$ cat config.mk
export PLATFORM = sky130hd
export DESIGN_NAME = swc_sleep_wakeup_control
export DESIGN_NICKNAME = d
export VERILOG_FILES = /design/src/rtl/swc_pkg.sv /design/src/rtl/swc_sleep_wakeup_control.sv
export SDC_FILE = /design/constraint.sdc
export NUM_CORES = 1
export LEC_CHECK = 0
export BUFFER_PORTS_ARGS = -buffer_cell sky130_fd_sc_hd__buf_2
export CAP_MARGIN = 30
export CORE_MARGIN = 2
export CORE_UTILIZATION = 34
export DETAILED_ROUTE_END_ITERATION = 16
export GPL_TIMING_DRIVEN = 0
export SETUP_SLACK_MARGIN = 0.15
export SLEW_MARGIN = 0
export SYNTH_ARGS = -nofsm -noshare
export SYNTH_HDL_FRONTEND = slang
export SYNTH_SLANG_ARGS = --single-unit
$ cat constraint.sdc
create_clock -name core_clk -period 3.4 [get_ports core_clk]
set_clock_uncertainty 0.05 [all_clocks]
set_input_delay 0 -clock core_clk [delete_from_list [all_inputs] [get_ports core_clk]]
set_output_delay 0 -clock core_clk [all_outputs]
set_load 0.02 [all_outputs]
$ cat src/rtl/swc_pkg.sv
// Package of constants and types for the sleep and wake-up controller
package swc_pkg;
   localparam logic [12:0] SWC_IRQ_VECTOR   = 13'h0004;
   localparam int          SWC_OST_TOSC     = 1024;
   localparam int          SWC_TOSC_PER_CYC = 1;
   localparam int          SWC_OST_CYCLES   = SWC_OST_TOSC * SWC_TOSC_PER_CYC;
   localparam int          SWC_DUMMY_CYCLES = 2;
   localparam logic        SWC_TO_RESET     = 1'b1;
   localparam logic        SWC_PD_RESET     = 1'b1;
   localparam int          SWC_NUM_SRC      = 4;

   typedef enum logic [5:0] {
      SWC_RUN   = 6'h01,
      SWC_SLEEP = 6'h02,
      SWC_OST   = 6'h04,
      SWC_NEXT  = 6'h08,
      SWC_DUMMY = 6'h10,
      SWC_VEC   = 6'h20
   } swc_state_e;

   // Status seen by firmware
   typedef struct packed {
      logic timeout_status;
      logic powerdown_status;
   } swc_status_s;

   // Commands to the instruction sequencer
   typedef struct packed {
      logic        osc_run;
      logic        exec_stall;
      logic        exec_next;
      logic        dummy_cycle;
      logic        load_vector;
      logic [12:0] vector_addr;
   } swc_seq_s;
endpackage

$ cat src/rtl/swc_sleep_wakeup_control.sv
// Sleep entry, wake-up and vectoring control of the CPU core
`timescale 1ns/1ps

////////////////////////////////////////////////////////////////////////////////
// Contract
// Enabled and flagged source is a wake condition even with global enable off.
// Pending wake before sleep makes sleep a no-op; nothing changes.
// Wake arriving during or after sleep: finish sleep, then wake immediately.
// Completed sleep clears watchdog and postscaler, sets timeout, clears powerdown.
// Powerdown status stays set when sleep degraded to a no-op.
// Wait 1024 oscillator periods on wake, none in RC oscillator mode.
// Global enable set vectors to 0004h; otherwise continue in program order.
// Firmware should clear the watchdog before issuing sleep.
// Instruction after sleep is prefetched and executed before any vectoring.
// Wake-up occurs regardless of the global interrupt enable.
// Vectoring inserts two dummy execute cycles.
module swc_sleep_wakeup_control #(
   parameter int NUM_SRC    = swc_pkg::SWC_NUM_SRC,
   parameter int OST_CYCLES = swc_pkg::SWC_OST_CYCLES
) (
   input  wire logic               core_clk,
   input  wire logic               srst,
   input  wire logic [NUM_SRC-1:0] irq_enable,
   input  wire logic [NUM_SRC-1:0] irq_flag,
   input  wire logic               global_irq_enable,
   input  wire logic               rc_osc_mode,
   input  wire logic               sleep_instr,
   input  wire logic               watchdog_clear_instr,
   input  wire logic               watchdog_timeout,
   output      logic               watchdog_clear,
   output      swc_pkg::swc_status_s status,
   output      swc_pkg::swc_seq_s    seq,
   output      logic               asleep
);
   import swc_pkg::*;

   localparam int CW = $clog2(OST_CYCLES + 1);

   swc_state_e         state_q, state_d;
   logic [CW-1:0]      ost_cnt_q;
   logic               dummy_cnt_q;
   logic               gie_q;
   swc_status_s        status_d;
   swc_seq_s           seq_d;
   logic               wdt_clr_d;

   ////////////////////////////////////////////////////////////////////////////
   // Wake decode ignores the global enable on purpose
   wire wake_pending = |(irq_enable & irq_flag);
   // A degraded sleep needs no wire of its own: status simply holds
   wire sleep_full   = sleep_instr && (state_q == SWC_RUN) && !wake_pending;
   wire ost_done     = (ost_cnt_q == CW'(OST_CYCLES - 1));

   ////////////////////////////////////////////////////////////////////////////
   always_comb begin
      state_d = state_q;
      case (state_q)
         SWC_RUN: begin
            if (sleep_full) begin
               state_d = SWC_SLEEP;
            end
         end
         SWC_SLEEP: begin
            // Watchdog time-out also wakes, in-line
            if (wake_pending || watchdog_timeout) begin
               state_d = rc_osc_mode ? SWC_NEXT : SWC_OST;
            end
         end
         SWC_OST: begin
            if (ost_done) begin
               state_d = SWC_NEXT;
            end
         end
         SWC_NEXT: begin
            state_d = (gie_q && wake_pending) ? SWC_DUMMY : SWC_RUN;
         end
         SWC_DUMMY: begin
            if (dummy_cnt_q) begin
               state_d = SWC_VEC;
            end
         end
         SWC_VEC: state_d = SWC_RUN;
         default: state_d = SWC_RUN;
      endcase
   end

   ////////////////////////////////////////////////////////////////////////////
   always_comb begin
      status_d = status;
      wdt_clr_d = watchdog_clear_instr;
      if (sleep_full) begin
         status_d.timeout_status   = 1'b1;
         status_d.powerdown_status = 1'b0;
         wdt_clr_d                 = 1'b1;
      end else if (watchdog_clear_instr) begin
         status_d.timeout_status   = 1'b1;
         status_d.powerdown_status = 1'b1;
      end
      if (watchdog_timeout) begin
         status_d.timeout_status = 1'b0;
      end
      seq_d             = '0;
      seq_d.osc_run     = (state_d != SWC_SLEEP) && (state_d != SWC_OST);
      seq_d.exec_stall  = (state_d == SWC_SLEEP) || (state_d == SWC_OST);
      seq_d.exec_next   = (state_d == SWC_NEXT);
      seq_d.dummy_cycle = (state_d == SWC_DUMMY);
      seq_d.load_vector = (state_d == SWC_DUMMY) && !dummy_cnt_q && (state_q == SWC_NEXT);
      seq_d.vector_addr = SWC_IRQ_VECTOR;
   end

   ////////////////////////////////////////////////////////////////////////////
   always_ff @(posedge core_clk) begin
      if (srst) begin
         state_q        <= SWC_RUN;
         ost_cnt_q      <= '0;
         dummy_cnt_q    <= 1'b0;
         gie_q          <= 1'b0;
         status         <= '{timeout_status: SWC_TO_RESET, powerdown_status: SWC_PD_RESET};
         seq            <= '0;
         watchdog_clear <= 1'b0;
         asleep         <= 1'b0;
      end else begin
         state_q        <= state_d;
         ost_cnt_q      <= (state_q == SWC_OST) ? ost_cnt_q + CW'(1) : '0;
         dummy_cnt_q    <= (state_q == SWC_DUMMY) ? ~dummy_cnt_q : 1'b0;
         gie_q          <= global_irq_enable;
         status         <= status_d;
         seq            <= seq_d;
         watchdog_clear <= wdt_clr_d;
         asleep         <= (state_d == SWC_SLEEP);
      end
   end
endmodule

==> key figures <==
Logic synthesis
  – Cells after Synth: around 140
  – Prevailing post-synth register cell: dfxtp_1
  – Post-synth EDFFs: 0
  – Count of cell types in the netlist: 40
  – Async SR Flop Fraction: 0%
  – Number of synthesized register bits: 29
  – Synthesized area: about 1300 sq um
  – Post-Synthesis Mean Instance Area: 9.03 sq um
  – Register area share after synthesis: a little under half
  – Ys Warns: 0

Setup path
  – WP buf/inv: 1
  – Maximum net fanout on the critical path: 6
  – CP cell instances: or4_4 > nor3b_1 > a311oi_1 > o21ai_1 > dlygate4sd3_1
  – Critical path arrival: approximately 2300 ps
  – Crit end category: register
  – WP data required: approximately 3600 ps
  – Delay-heaviest family, CP: simple AND/OR/NAND/NOR gates
  – R2R Setup Slk: around 1300 ps
  – CP Class: register to register
  – Slowest CP cell: or4_4
  – Max stage delay on crit path: ~550 ps
  – Startpoint types: register

Outcome
  – Run status: finished, final reports clean

Final layout
  – Number of nets in the layout: 205
  – Design Area, Final: 1640 sq um
  – # diodes: 0
  – Fill count: ~350
  – Syn-to-layout area delta: 27.9%
  – Fraction of layout cells with a size suffix above 1: between 20% and 30%

Floorplan
  – IO Count: 37
  – Initial Util: between 30% and 40%
  – Die Area: 4280 sq um
  – Row count: 22
  – Die Ht: approximately 65 um
  – Die Width: about 65 um
  – Core area: about 3600 sq um

Place
  – Cell Area, Placed: 1500 sq um
  – Final Wtd Congestion: between 0.8 and 0.9
  – Post-DP HPWL: between 1.5 and 2 mm
  – # port buffers: 24
  – Placement Setup Slack: about 1400 ps

Clock tree
  – Clk Latency, worst-skew pair: between 200 and 300 ps
  – Root Driver: clkbuf_8
  – # resized after CTS: 0
  – Clock Tree Buf Depth: 2
  – Max H-tree Level: 2
  – Total clock sinks: 29
  – Number of buffers added for setup after CTS: 0
  – Number of CTS-inserted buffers: 5
  – Hold_buf cts: 5
  – CTS tree: built
  – Worst-path clk slew: around 50 ps

Detailed routing
  – DRT Pass-1 Iters: 4
  – Initial DRC Count: 36
  – WL final: approximately 2.5 mm
  – WL/cell: ~11 um
  – Post-route DRC: 0
  – Vias per std cell: 4.71
  – Vias: ~1100
  – Antenna viol nets, final: 0

Timing
  – Final Max Tran Viols: 0
  – Worst slew pin tran: roughly 650 ps
  – Fmax: ~470 MHz
  – Final Hold Vio Count: 0
  – Setup WS post-layout: 1250 ps
  – Crit path time final: ~2100 ps
  – Slew headroom: 56.5%
  – Fin crit share: about 63%
  – Final TNS setup: 0 ps
  – Final setup viols: 0
  – RSZ-0062 raised after global routing: no

Min path
  – Tightest Hold Check Type: input pin to register

Global routing
  – Vias in the first global route: just under 1000
  – Pin count of the biggest net entering global routing: 11
  – GRT overflow: 0
  – First-pass GRT wire length: 4.01 mm
  – Antenna violations before repair: 0
  – GR Util All Layers: 12.8%

Pwr
  – Leak: around 0.00068 uW
  – Pwr dens: 436 nW/um^2
  – Worst IR drop on VDD: between 0.2 and 0.25 mV

Flow run
  – Max-Cap Viols: 0
-- layer usage --
layer | vias up | wire (um) | global-route usage [%]
li1 | 568 | - | -
met4 | 0 | 57 | 10.4
met5 | - | 0 | 0
met1 | 503 | 1090 | 13.0
met3 | 5 | 157 | 4.11
met2 | 41 | 1250 | 21.2
-- stage by stage --
step / total power, uW / std cells / utilization, % / hold slack [ps]
floorplan: 418 / 153 / - / 49.8
global placement: 437 / 225 / 41.4 / 162
detailed placement: 439 / 225 / 41.4 / 179
CTS: 720 / 237 / 45.1 / 79.6
global route: 741 / 237 / 45.1 / 102
finish: 716 / 237 / 45.1 / 79.9
-- where the power goes --
group	switching, uW	internal [uW]
clock network	119	160
registers	2.60	348
logic	49.0	37.3
-- layout make-up --
cell class	instances	area (sq um)	share of cell area (%)
multi-input cells	106	631	38.4
flip-flops and latches	29	581	35.4
repair buffers	29	170	10.4
plain buffers	16	105	6.41
clock buffers	7	86.3	5.26
well taps	48	60.1	3.66
inverters	2	7.51	0.458
-- flip-flops by register name (all words and copies together) (netlist names) --
signal          cells
asleep              1
dummy_cnt_q         1
gie_q               1
ost_cnt_q          11
seq                 6
state_q             6
status              2
watchdog_clear      1
-- path summary, 6_finish.rpt --
| path | start | to | depth (start not counted) |
|---|---|---|---|
| min reg2reg | ost_cnt_q[0] | ost_cnt_q[0] | 1 |
| max reg2reg | state_q[2] | status[1] | 5 |
| min | sleep_instr | state_q[0] | 4 |
| max | state_q[2] | status[1] | 5 |
-- kinds of logic after synthesis --
| kind of cell | share of synthesized area (%) |
|---|---|
| adders and majority gates | 0.975 |
| xor gates and xnor gates | 5.46 |
| and+or+nand+nor | 26.6 |
| AOI/OAI and AO/OA | 12.6 |
| other | 0.292 |
| buffers and inverters | 8.78 |
| DFF | 45.3 |
-- Yosys cell counts (3+ instances only) --
cell	instances	area, sq um
clkbuf_1	4	15.0
nor3b_1	3	22.5
nor2_1	17	63.8
nand2_1	8	30.0
nor4_1	3	18.8
nand4_1	3	18.8
nor3_1	4	20.0
dfxtp_1	29	581
nor2b_1	3	18.8
o21ai_0	3	15.0
a21oi_1	8	40.0
buf_4	12	90.1
xor2_1	6	52.6
nand3_1	6	30.0
o21ai_1	3	15.0
-- worst register-to-register path: stages, from the launching register on --
cell and delay (ps):
dfxtp_1 350, or4_4 550, nor3b_1 330, a311oi_1 140
o21ai_1 120, dlygate4sd3_1 550
-- cell usage in the layout, fill, tap and decap left out, drive strengths merged --
| cell type | instances |
|---|---|
| or3 | 1 |
| o31a | 1 |
| and4 | 1 |
| o21bai | 1 |
| or2 | 1 |
| xor2 | 6 |
| dlygate4sd3 | 5 |
| or4 | 1 |
| nand2 | 8 |
| nor4b | 1 |
| nand3 | 6 |
| or4b | 2 |
| a22oi | 2 |
| dfxtp | 29 |
| inv | 2 |
| clkbuf | 11 |
| ha | 1 |
| nor2 | 17 |
| a211o | 1 |
| nor2b | 3 |
| nor4 | 3 |
| o21a | 1 |
| o211ai | 1 |
| a21o | 1 |
| and4b | 1 |
| nor3b | 3 |
| and3 | 2 |
| nand4b | 1 |
| o221a | 1 |
| a21oi | 8 |
| xnor2 | 2 |
| buf | 36 |
| and2 | 2 |
| conb | 12 |
| nand4 | 3 |
| nor3 | 5 |
| o21ai | 6 |
| a311oi | 1 |
Power figures use the tool's default switching activity.
